**config.mk**
```make
export PLATFORM = sky130hd
export DESIGN_NAME = trace_element_generator
export DESIGN_NICKNAME = d
export VERILOG_FILES = /design/src/rtl/teg_pkg.sv /design/src/rtl/teg_if.sv /design/src/rtl/spec_tracker.sv /design/src/rtl/ret_addr_sel.sv /design/src/rtl/trace_element_generator.sv
export VERILOG_INCLUDE_DIRS = /design/src /design/src/rtl
export SDC_FILE = /design/constraint.sdc
export NUM_CORES = 1
export LEC_CHECK = 0
export BUFFER_PORTS_ARGS = -buffer_cell sky130_fd_sc_hd__buf_2
export CORE_AREA = 2 2 185 187
export CTS_CLUSTER_SIZE = 8
export DETAILED_ROUTE_END_ITERATION = 16
export DIE_AREA = 0 0 187 189
export PLACE_DENSITY = 0.54
export SKIP_CTS_REPAIR_TIMING = 1
export SYNTH_ARGS = -nofsm -noshare
export SYNTH_HDL_FRONTEND = slang
export SYNTH_SLANG_ARGS = --single-unit
```
**constraint.sdc**
```tcl
create_clock -name clk_in -period 4.3 [get_ports clk_in]
set_input_delay 0.43 -clock clk_in [delete_from_list [all_inputs] [get_ports clk_in]]
set_output_delay 0.43 -clock clk_in [all_outputs]
set_load 0.03 [all_outputs]
```
**src/rtl/teg_consts.svh**
```systemverilog
// numeric constants for the trace element generator
`ifndef TEG_CONSTS_SVH
`define TEG_CONSTS_SVH
`define TEG_ADDR_W 64
`define TEG_DEPTH_W 8
`define TEG_CC_W 12
`define TEG_NO_SPEC_FIELD 8'h00
`define TEG_MAX_SPEC 8'h10
`define TEG_EXC_IRQ 4'h0
`define TEG_EXC_FIQ 4'h1
`define TEG_EXC_TRAP 4'h2
`define TEG_EXC_CALL 4'h3
`define TEG_EXC_IFLT 4'h4
`define TEG_EXC_DFLT 4'h5
`define TEG_EXC_IDBG 4'h6
`define TEG_EXC_DDBG 4'h7
`define TEG_EXC_ALIGN 4'h8
`define TEG_EXC_SERR 4'h9
`define TEG_EXC_HALT 4'ha
`define TEG_EXC_TXFAIL 4'hf
`define TEG_K_INFO 3'h0
`define TEG_K_ATOM_E 3'h1
`define TEG_K_ATOM_N 3'h2
`define TEG_K_EXC 3'h3
`define TEG_K_TXSTART 3'h4
`define TEG_K_TXCOMMIT 3'h5
`define TEG_K_COMMIT 3'h6
`define TEG_K_CANCEL 3'h7
`define TEG_R_ATOM 3'h0
`define TEG_R_EXC 3'h1
`define TEG_R_TXSTART 3'h2
`define TEG_R_TXCOMMIT 3'h3
`define TEG_R_TXFAIL 3'h4
`define TEG_R_COMMIT 3'h5
`define TEG_R_CANCEL 3'h6
`define TEG_ISA_64 2'h0
`define TEG_ISA_32F 2'h1
`define TEG_ISA_32C 2'h2
`endif

```
**src/rtl/teg_pkg.sv**
```systemverilog
// types shared by the trace element generator modules
`include "teg_consts.svh"
package teg_pkg;
	typedef enum logic [3:0] {
		EXC_IRQ = `TEG_EXC_IRQ,
		EXC_FIQ = `TEG_EXC_FIQ,
		EXC_TRAP = `TEG_EXC_TRAP,
		EXC_CALL = `TEG_EXC_CALL,
		EXC_IFLT = `TEG_EXC_IFLT,
		EXC_DFLT = `TEG_EXC_DFLT,
		EXC_IDBG = `TEG_EXC_IDBG,
		EXC_DDBG = `TEG_EXC_DDBG,
		EXC_ALIGN = `TEG_EXC_ALIGN,
		EXC_SERR = `TEG_EXC_SERR,
		EXC_HALT = `TEG_EXC_HALT,
		EXC_TXFAIL = `TEG_EXC_TXFAIL
	} exc_t;
	typedef enum logic [2:0] {
		K_INFO = `TEG_K_INFO,
		K_ATOM_E = `TEG_K_ATOM_E,
		K_ATOM_N = `TEG_K_ATOM_N,
		K_EXC = `TEG_K_EXC,
		K_TXSTART = `TEG_K_TXSTART,
		K_TXCOMMIT = `TEG_K_TXCOMMIT,
		K_COMMIT = `TEG_K_COMMIT,
		K_CANCEL = `TEG_K_CANCEL
	} elem_kind_t;
	typedef enum logic [2:0] {
		REQ_ATOM = `TEG_R_ATOM,
		REQ_EXC = `TEG_R_EXC,
		REQ_TXSTART = `TEG_R_TXSTART,
		REQ_TXCOMMIT = `TEG_R_TXCOMMIT,
		REQ_TXFAIL = `TEG_R_TXFAIL,
		REQ_COMMIT = `TEG_R_COMMIT,
		REQ_CANCEL = `TEG_R_CANCEL
	} req_t;
	typedef enum logic [1:0] {
		ISA_64 = `TEG_ISA_64,
		ISA_32F = `TEG_ISA_32F,
		ISA_32C = `TEG_ISA_32C
	} isa_t;
	typedef enum logic [1:0] {
		ST_OFF = 2'b00,
		ST_SYNC = 2'b01,
		ST_RUN = 2'b10
	} state_t;
	typedef struct packed {
		elem_kind_t kind;
		exc_t exc_type;
		isa_t isa;
		logic [`TEG_ADDR_W-1:0] addr;
		logic [`TEG_DEPTH_W-1:0] count;
		logic cc_en;
		logic [`TEG_CC_W-1:0] cc_thr;
		logic tx;
	} elem_t;
endpackage : teg_pkg

```
**src/rtl/teg_if.sv**
```systemverilog
// carrier between the core, the speculation counter and the address picker
`timescale 1ns/1ps
`include "teg_consts.svh"
interface teg_if
	import teg_pkg::*;
(
	input wire logic clk,
	input wire logic resetn
);
	logic p0_push;
	logic [`TEG_DEPTH_W-1:0] resolve_n;
	logic [`TEG_DEPTH_W-1:0] depth;
	exc_t exc_type;
	logic imprecise;
	logic halt_low_sel;
	logic [`TEG_ADDR_W-1:0] pc;
	logic [`TEG_ADDR_W-1:0] next_pc;
	logic [`TEG_ADDR_W-1:0] exc_link;
	logic [`TEG_ADDR_W-1:0] halt_link;
	logic [`TEG_ADDR_W-1:0] halt_link_low;
	logic [`TEG_ADDR_W-1:0] ret_addr;
	modport core (output p0_push, resolve_n, exc_type, imprecise, halt_low_sel,
		pc, next_pc, exc_link, halt_link, halt_link_low, input depth, ret_addr);
	modport spec (input clk, resetn, p0_push, resolve_n, output depth);
	modport ret (input clk, resetn, exc_type, imprecise, halt_low_sel, pc, next_pc,
		exc_link, halt_link, halt_link_low, output ret_addr);
endinterface : teg_if

```
**src/rtl/spec_tracker.sv**
```systemverilog
// count of traced P0 elements not yet committed or cancelled
`timescale 1ns/1ps
`include "teg_consts.svh"
module spec_tracker
	import teg_pkg::*;
(
	teg_if.spec bus
);
	typedef struct packed {
		logic [`TEG_DEPTH_W-1:0] depth;
	} spec_state_t;
	spec_state_t cur;
	spec_state_t next_cur;
	logic [`TEG_DEPTH_W:0] sum;

	always_comb begin
		sum = {1'b0, cur.depth} + {{`TEG_DEPTH_W{1'b0}}, bus.p0_push};
		next_cur = cur;
		// a resolve beyond what is pending empties the count instead of wrapping
		if ({1'b0, bus.resolve_n} >= sum) begin
			next_cur.depth = '0;
		end else if (sum[`TEG_DEPTH_W]) begin
			next_cur.depth = '1;
		end else begin
			next_cur.depth = sum[`TEG_DEPTH_W-1:0] - bus.resolve_n;
		end
	end

	always_ff @(posedge bus.clk or negedge bus.resetn) begin
		if (!bus.resetn) begin
			cur <= '0;
		end else begin
			cur <= next_cur;
		end
	end

	assign bus.depth = cur.depth;
endmodule : spec_tracker

```
**src/rtl/ret_addr_sel.sv**
```systemverilog
// picks the preferred return address for an exception element
`timescale 1ns/1ps
`include "teg_consts.svh"
module ret_addr_sel
	import teg_pkg::*;
(
	teg_if.ret bus
);
	always_comb begin
		case (bus.exc_type)
			EXC_IRQ, EXC_FIQ: begin
				bus.ret_addr = bus.next_pc;
			end
			EXC_SERR: begin
				// imprecise errors cannot name the point of interruption
				bus.ret_addr = bus.imprecise ? bus.exc_link : bus.next_pc;
			end
			EXC_TRAP: begin
				bus.ret_addr = bus.pc;
			end
			EXC_CALL: begin
				bus.ret_addr = bus.next_pc;
			end
			EXC_IFLT, EXC_DFLT, EXC_IDBG, EXC_DDBG, EXC_ALIGN: begin
				bus.ret_addr = bus.pc;
			end
			EXC_HALT: begin
				if (bus.imprecise) begin
					bus.ret_addr = bus.halt_low_sel ? bus.halt_link_low : bus.halt_link;
				end else begin
					bus.ret_addr = bus.next_pc;
				end
			end
			default: begin
				bus.ret_addr = bus.pc;
			end
		endcase
	end
endmodule : ret_addr_sel

```
**src/rtl/trace_element_generator.sv**
```systemverilog
// trace element generator: request decode, element register, sync control
`timescale 1ns/1ps
//------------------------------------------------------------
//------------------------------------------------------------
`include "teg_consts.svh"
module trace_element_generator
	import teg_pkg::*;
#(
	parameter bit SPEC_IMPL = 1'b1,
	parameter logic [`TEG_DEPTH_W-1:0] MAX_SPEC = `TEG_MAX_SPEC,
	parameter bit TX_START_P0 = 1'b0
) (
	input wire logic clk_in,
	input wire logic resetn_in,
	input wire logic trace_enable_in,
	input wire logic buffer_overflow_in,
	input wire logic prohibited_in,
	input wire logic in_tx_in,
	input wire logic cc_enable_in,
	input wire logic [`TEG_CC_W-1:0] cc_threshold_in,
	input wire logic req_valid_in,
	input wire req_t req_kind_in,
	input wire logic req_taken_in,
	input wire exc_t req_exc_type_in,
	input wire logic req_imprecise_in,
	input wire logic req_halt_low_in,
	input wire isa_t req_isa_in,
	input wire logic [`TEG_ADDR_W-1:0] req_pc_in,
	input wire logic [`TEG_ADDR_W-1:0] req_next_pc_in,
	input wire logic [`TEG_ADDR_W-1:0] exc_link_in,
	input wire logic [`TEG_ADDR_W-1:0] halt_link_in,
	input wire logic [`TEG_ADDR_W-1:0] halt_link_low_in,
	input wire logic [`TEG_DEPTH_W-1:0] req_count_in,
	output logic req_ready_out,
	input wire logic elem_ready_in,
	output logic elem_valid_out,
	output elem_kind_t elem_kind_out,
	output exc_t elem_exc_type_out,
	output isa_t elem_isa_out,
	output logic [`TEG_ADDR_W-1:0] elem_addr_out,
	output logic [`TEG_DEPTH_W-1:0] elem_count_out,
	output logic elem_cc_en_out,
	output logic [`TEG_CC_W-1:0] elem_cc_thr_out,
	output logic elem_tx_out,
	output logic [`TEG_DEPTH_W-1:0] spec_depth_out,
	output logic tracing_out,
	output logic [`TEG_DEPTH_W-1:0] max_speculation_depth_field_out,
	output logic transaction_start_is_p0_flag_out
);
	typedef struct packed {
		state_t st;
		logic vld;
		logic tx;
		logic seen;
		elem_t el;
	} core_t;

	core_t cur;
	core_t next_cur;
	logic slot;
	logic abort;
	logic take;
	logic start_p0;

	teg_if bus (
		.clk(clk_in),
		.resetn(resetn_in)
	);

	spec_tracker u_spec (
		.bus(bus)
	);

	ret_addr_sel u_ret (
		.bus(bus)
	);

	//------------------------------------------------------------
	// element builder
	//------------------------------------------------------------
	function automatic elem_t mk(
		input elem_kind_t k,
		input exc_t e,
		input isa_t i,
		input logic [`TEG_ADDR_W-1:0] a,
		input logic [`TEG_DEPTH_W-1:0] c
	);
		elem_t r;
		r = '0;
		r.kind = k;
		r.exc_type = e;
		r.isa = i;
		r.addr = a;
		r.count = c;
		return r;
	endfunction : mk

	//------------------------------------------------------------
	// identification fields
	//------------------------------------------------------------
	assign max_speculation_depth_field_out = SPEC_IMPL ? MAX_SPEC : `TEG_NO_SPEC_FIELD;
	assign start_p0 = !SPEC_IMPL || TX_START_P0;
	assign transaction_start_is_p0_flag_out = start_p0;

	//------------------------------------------------------------
	// handshakes
	//------------------------------------------------------------
	// one element register: a new element may load as the old one leaves
	assign slot = !cur.vld || elem_ready_in;
	assign abort = cur.tx && (!trace_enable_in || buffer_overflow_in || prohibited_in);
	// requests stall while tracing is off, lost or filtered
	assign req_ready_out = cur.st == ST_RUN && slot && !abort && trace_enable_in
		&& !buffer_overflow_in && !prohibited_in;
	assign take = req_valid_in && req_ready_out;

	assign bus.exc_type = req_exc_type_in;
	assign bus.imprecise = req_imprecise_in;
	assign bus.halt_low_sel = req_halt_low_in;
	assign bus.pc = req_pc_in;
	assign bus.next_pc = req_next_pc_in;
	assign bus.exc_link = exc_link_in;
	assign bus.halt_link = halt_link_in;
	assign bus.halt_link_low = halt_link_low_in;

	//------------------------------------------------------------
	// next state
	//------------------------------------------------------------
	always_comb begin
		next_cur = cur;
		bus.p0_push = 1'b0;
		bus.resolve_n = '0;
		if (cur.vld && elem_ready_in) begin
			next_cur.vld = 1'b0;
			next_cur.seen = 1'b1;
		end
		case (cur.st)
			ST_OFF: begin
				if (trace_enable_in) begin
					next_cur.st = ST_SYNC;
				end
			end
			ST_SYNC: begin
				if (!trace_enable_in) begin
					next_cur.st = ST_OFF;
				end else if (slot) begin
					next_cur.vld = 1'b1;
					next_cur.el = mk(K_INFO, EXC_IRQ, ISA_64, '0, bus.depth);
					next_cur.el.cc_en = cc_enable_in;
					next_cur.el.cc_thr = cc_threshold_in;
					next_cur.el.tx = cur.tx;
					next_cur.st = ST_RUN;
				end
			end
			ST_RUN: begin
				if (abort) begin
					// outcome is unknown here, so only a failure can be claimed
					if (slot) begin
						next_cur.vld = 1'b1;
						next_cur.el = mk(K_EXC, EXC_TXFAIL, req_isa_in, req_pc_in, '0);
						next_cur.tx = 1'b0;
						bus.p0_push = 1'b1;
					end
				end else if (!trace_enable_in) begin
					next_cur.st = ST_OFF;
				end else if (take) begin
					next_cur.vld = 1'b1;
					case (req_kind_in)
						REQ_ATOM: begin
							if (req_taken_in) begin
								next_cur.el = mk(K_ATOM_E, EXC_IRQ, req_isa_in, req_pc_in, '0);
							end else begin
								next_cur.el = mk(K_ATOM_N, EXC_IRQ, req_isa_in, req_pc_in, '0);
							end
							bus.p0_push = 1'b1;
							if (in_tx_in) begin
								next_cur.tx = 1'b1;
							end
						end
						REQ_EXC: begin
							next_cur.el = mk(K_EXC, req_exc_type_in, req_isa_in,
								bus.ret_addr, '0);
							bus.p0_push = 1'b1;
						end
						REQ_TXSTART: begin
							next_cur.el = mk(K_TXSTART, EXC_IRQ, req_isa_in, req_pc_in, '0);
							next_cur.tx = 1'b1;
							bus.p0_push = start_p0;
						end
						REQ_TXCOMMIT: begin
							next_cur.el = mk(K_TXCOMMIT, EXC_IRQ, req_isa_in, req_pc_in, '0);
							next_cur.tx = 1'b0;
						end
						REQ_TXFAIL: begin
							next_cur.el = mk(K_EXC, EXC_TXFAIL, req_isa_in, req_pc_in, '0);
							next_cur.tx = 1'b0;
							bus.p0_push = 1'b1;
						end
						REQ_COMMIT: begin
							next_cur.el = mk(K_COMMIT, EXC_IRQ, ISA_64, '0, req_count_in);
							bus.resolve_n = req_count_in;
						end
						REQ_CANCEL: begin
							next_cur.el = mk(K_CANCEL, EXC_IRQ, ISA_64, '0, req_count_in);
							bus.resolve_n = req_count_in;
						end
						default: begin
							next_cur.vld = cur.vld && !elem_ready_in;
						end
					endcase
				end
			end
			default: begin
				next_cur.st = ST_OFF;
			end
		endcase
	end

	always_ff @(posedge clk_in or negedge resetn_in) begin
		if (!resetn_in) begin
			cur <= '0;
		end else begin
			cur <= next_cur;
		end
	end

	//------------------------------------------------------------
	// outputs
	//------------------------------------------------------------
	assign elem_valid_out = cur.vld;
	assign elem_kind_out = cur.el.kind;
	assign elem_exc_type_out = cur.el.exc_type;
	assign elem_isa_out = cur.el.isa;
	assign elem_addr_out = cur.el.addr;
	assign elem_count_out = cur.el.count;
	assign elem_cc_en_out = cur.el.cc_en;
	assign elem_cc_thr_out = cur.el.cc_thr;
	assign elem_tx_out = cur.el.tx;
	assign spec_depth_out = bus.depth;
	assign tracing_out = cur.st == ST_RUN;
endmodule : trace_element_generator

```
==> flow_summary.ini <==
[clocking]
cts_max_path_buffers = 2
clk-insertion-delay-late_ps = 360
cts_tree = yes
clk_pin_slew_ps = 90
clock-sinks = 107
root_buffer = clkbuf_16
numCtsBuffers = 9
htree_levels = 3

[yosys]
synth_compound_area_share_pct = 33.1
synth_cell_types = 57
synth_enable_flop_cells = 0
syn_avg_cell_area_um2 = 8.94
ys_seq_area_share_pct = 31.8
synth_ff_type = dfrtp_1
synth_xor_area_share_pct = 1.35
synthCells = 941
ys_seq_elements = 107
synth_area_leaders = dfrtp_1 (32%), buf_4 (9.3%), a221o_1 (7.7%)
synth_top_family_by_area = compound AO/OA/AOI/OAI gates
yosys-top-cells-count = dfrtp_1 (107), buf_4 (104), o21ai_0 (91), a22oi_1 (67)
yosysWarnings = 0
synth.area.mux_share_pct = 7.87
postSynth.asyncResetShare_pct = 100
synth_fa_ha_area_share_pct = 3.36
yosys.cell_count.top_type = dfrtp_1
netlist.area_leader.share_pct = 31.8
synthSimpleGateAreaFrac_pct = 8.24
syn-cell-area_um2 = 8420
synth_top_area_cell = dfrtp_1

[route]
avgRoutedWirePerCell_um = 20.4
postRouteWirelength_mm = 34.9
drc = 0
vias = 8808
avgViaCountPerCell = 5.14
antenna_left = 0
drtIter0Drc = 505
dr.pass1.iters = 5

[finish]
seqCellArea_um2 = 2680
n_fill_cell = 3595
multiInputGateArea_um2 = 4640
syn2layout_area_growth_pct = 27.9
layout-drive-gt1-share_pct = 40.8
final_nets = 1644
fin_cells = 1715

[flow_run]
maxCapViolations = 0

[grt]
globalRouteOverflowTotal = 0
antenna_found_initial = 2
grt.total_usage_pct = 18.7
grt_pass1_vias = 8735
grt_start_max_net_pins = 77
grt_pass1_wl_mm = 51.1

[timing]
worstMarginPinSlew_ps = 1080
clock_skew_ps = 13.6
period_share_pct = 84.6
rsz0062_at_grt = false
final_max_slew_viol_count = 0
relSlewSlack_pct = 28.2
final-hold-violation-count = 0
fmax_ghz = 0.275
finalCriticalPeriod_ps = 3640
finalSetupViolCount = 0
finalSetupTns_ps = 0

[setup_path]
worstPathArrival_ps = 3900
crit_required_ps = 4560
rrSetupSlack_ps = 780
start_kind = input port
critPathKind = input port to flop
crit_fanout = 7
cp-end-kind = flop

[pwr]
vdd_drop_max_v = 0.000177
p_per_area_nw_per_um2 = 375
leakagePower_uw = 0.00542

[floorplanning]
start_util_pct = 25.3
core_area_um2 = 33300
die_h_um = 189
ioPinCount = 476
core.rowCount = 67
die-area_um2 = 35300
die_w_um = 187

[run_status]
status = finished, final reports clean

[placed_design]
hpwl_mm = 26.5
dp_cells = 1698
port_buffers = 466
gp_congestion = 0.872

[hold_path]
hold_path_class = input port to async pin
-- critical path, stage by stage --
cell       delay (ps)
buf_2             110
nand4bb_1         240
or3b_2            470
a21oi_1           210
ha_1              210
ha_1              190
nand3_1           110
nor2_1            180
xor2_1            210
ha_1              320
and3_1            220
a221o_1           280
a31o_2            220
a21o_1            250
o31ai_1           240
-- placed cells by master (no fill, tap or decap), drive strengths merged, types with 5 or more instances in the layout --
cell | netlist | final
dfrtp | 107 | 107
o31ai | 6 | 6
a221o | 65 | 65
nor3 | 6 | 6
nor2 | 32 | 32
inv | 23 | 27
a21oi | 54 | 54
nor2b | 6 | 6
nand3 | 16 | 16
o2bb2ai | 65 | 65
buf | 128 | 485
ha | 21 | 21
conb | 2 | 9
o21ai | 91 | 91
xor2 | 6 | 6
xnor2 | 7 | 7
nand2 | 57 | 57
a32oi | 8 | 8
clkbuf | 55 | 9
a22oi | 67 | 67
mux2i | 65 | 65
nand2b | 5 | 5
-- cell families after synthesis --
logic type	after synthesis
fa+ha+maj	22
other cells	2
xor+xnor	13
buf+inv	206
simple gates	144
flops	107
mux	66
compound gates	381
-- routing by layer --
layer / GRT usage, % / routed length [µm] / vias to the layer above
li1: - / - / 4097
met1: 24.0 / 15000 / 4253
met2: 32.6 / 17200 / 426
met3: 3.54 / 2250 / 32
met4: 4.24 / 496 / 0
met5: 0 / 0 / -
-- registers in the layout, summed over array words and instances (netlist names) --
register	count
elem_kind_out	3
elem_count_out	8
cur	3
elem_tx_out	1
u_spec.bus.depth	8
elem_exc_type_out	4
elem_valid_out	1
elem_cc_thr_out	12
elem_addr_out	64
elem_isa_out	2
elem_cc_en_out	1
-- layout make-up --
type | instances | area share (%)
multi-input cells | 635 | 43.1
flip-flops and latches | 107 | 24.9
well taps | 448 | 5.21
diodes | 1 | 0.0232
repair buffers | 485 | 23.3
clock buffers | 9 | 2.09
inverters | 23 | 0.802
clock inverters | 7 | 0.628
-- metrics by stage --
| stage | util (%) | hold slack [ps] | total power, µW | setup slack, ps | cell area [µm²] |
|---|---|---|---|---|---|
| 3_5_place_dp | 31.5 | 469 | 3190 | 297 | 10500 |
| 6_report | 32.3 | 146 | 4040 | 663 | 10800 |
| 2_1_floorplan | - | 134 | 2810 | 562 | 8440 |
| 5_1_grt | 32.3 | 202 | 4280 | 368 | 10800 |
| 3_3_place_gp | 31.5 | 458 | 3170 | 306 | 10500 |
| 4_1_cts | 32.3 | 168 | 4100 | 683 | 10800 |
-- power by group --
part / internal (µW) / switching, µW
clock network: 412 / 467
registers: 1230 / 137
logic: 587 / 1200
-- final timing paths --
kind / startpoint / to / depth (start not counted)
worst max register to register: cur[98] / u_spec.bus.depth[4] / 15
worst max-delay path: buffer_overflow_in / u_spec.bus.depth[4] / 15
min in group clk_in: req_pc_in[42] / elem_addr_out[42] / 2
max in group asynchronous: resetn_in / elem_addr_out[1] / 2
worst min register to register: elem_kind_out[1] / elem_kind_out[1] / 2
worst min-delay path: resetn_in / elem_addr_out[13] / 1
(Power assumes the default switching activity.)
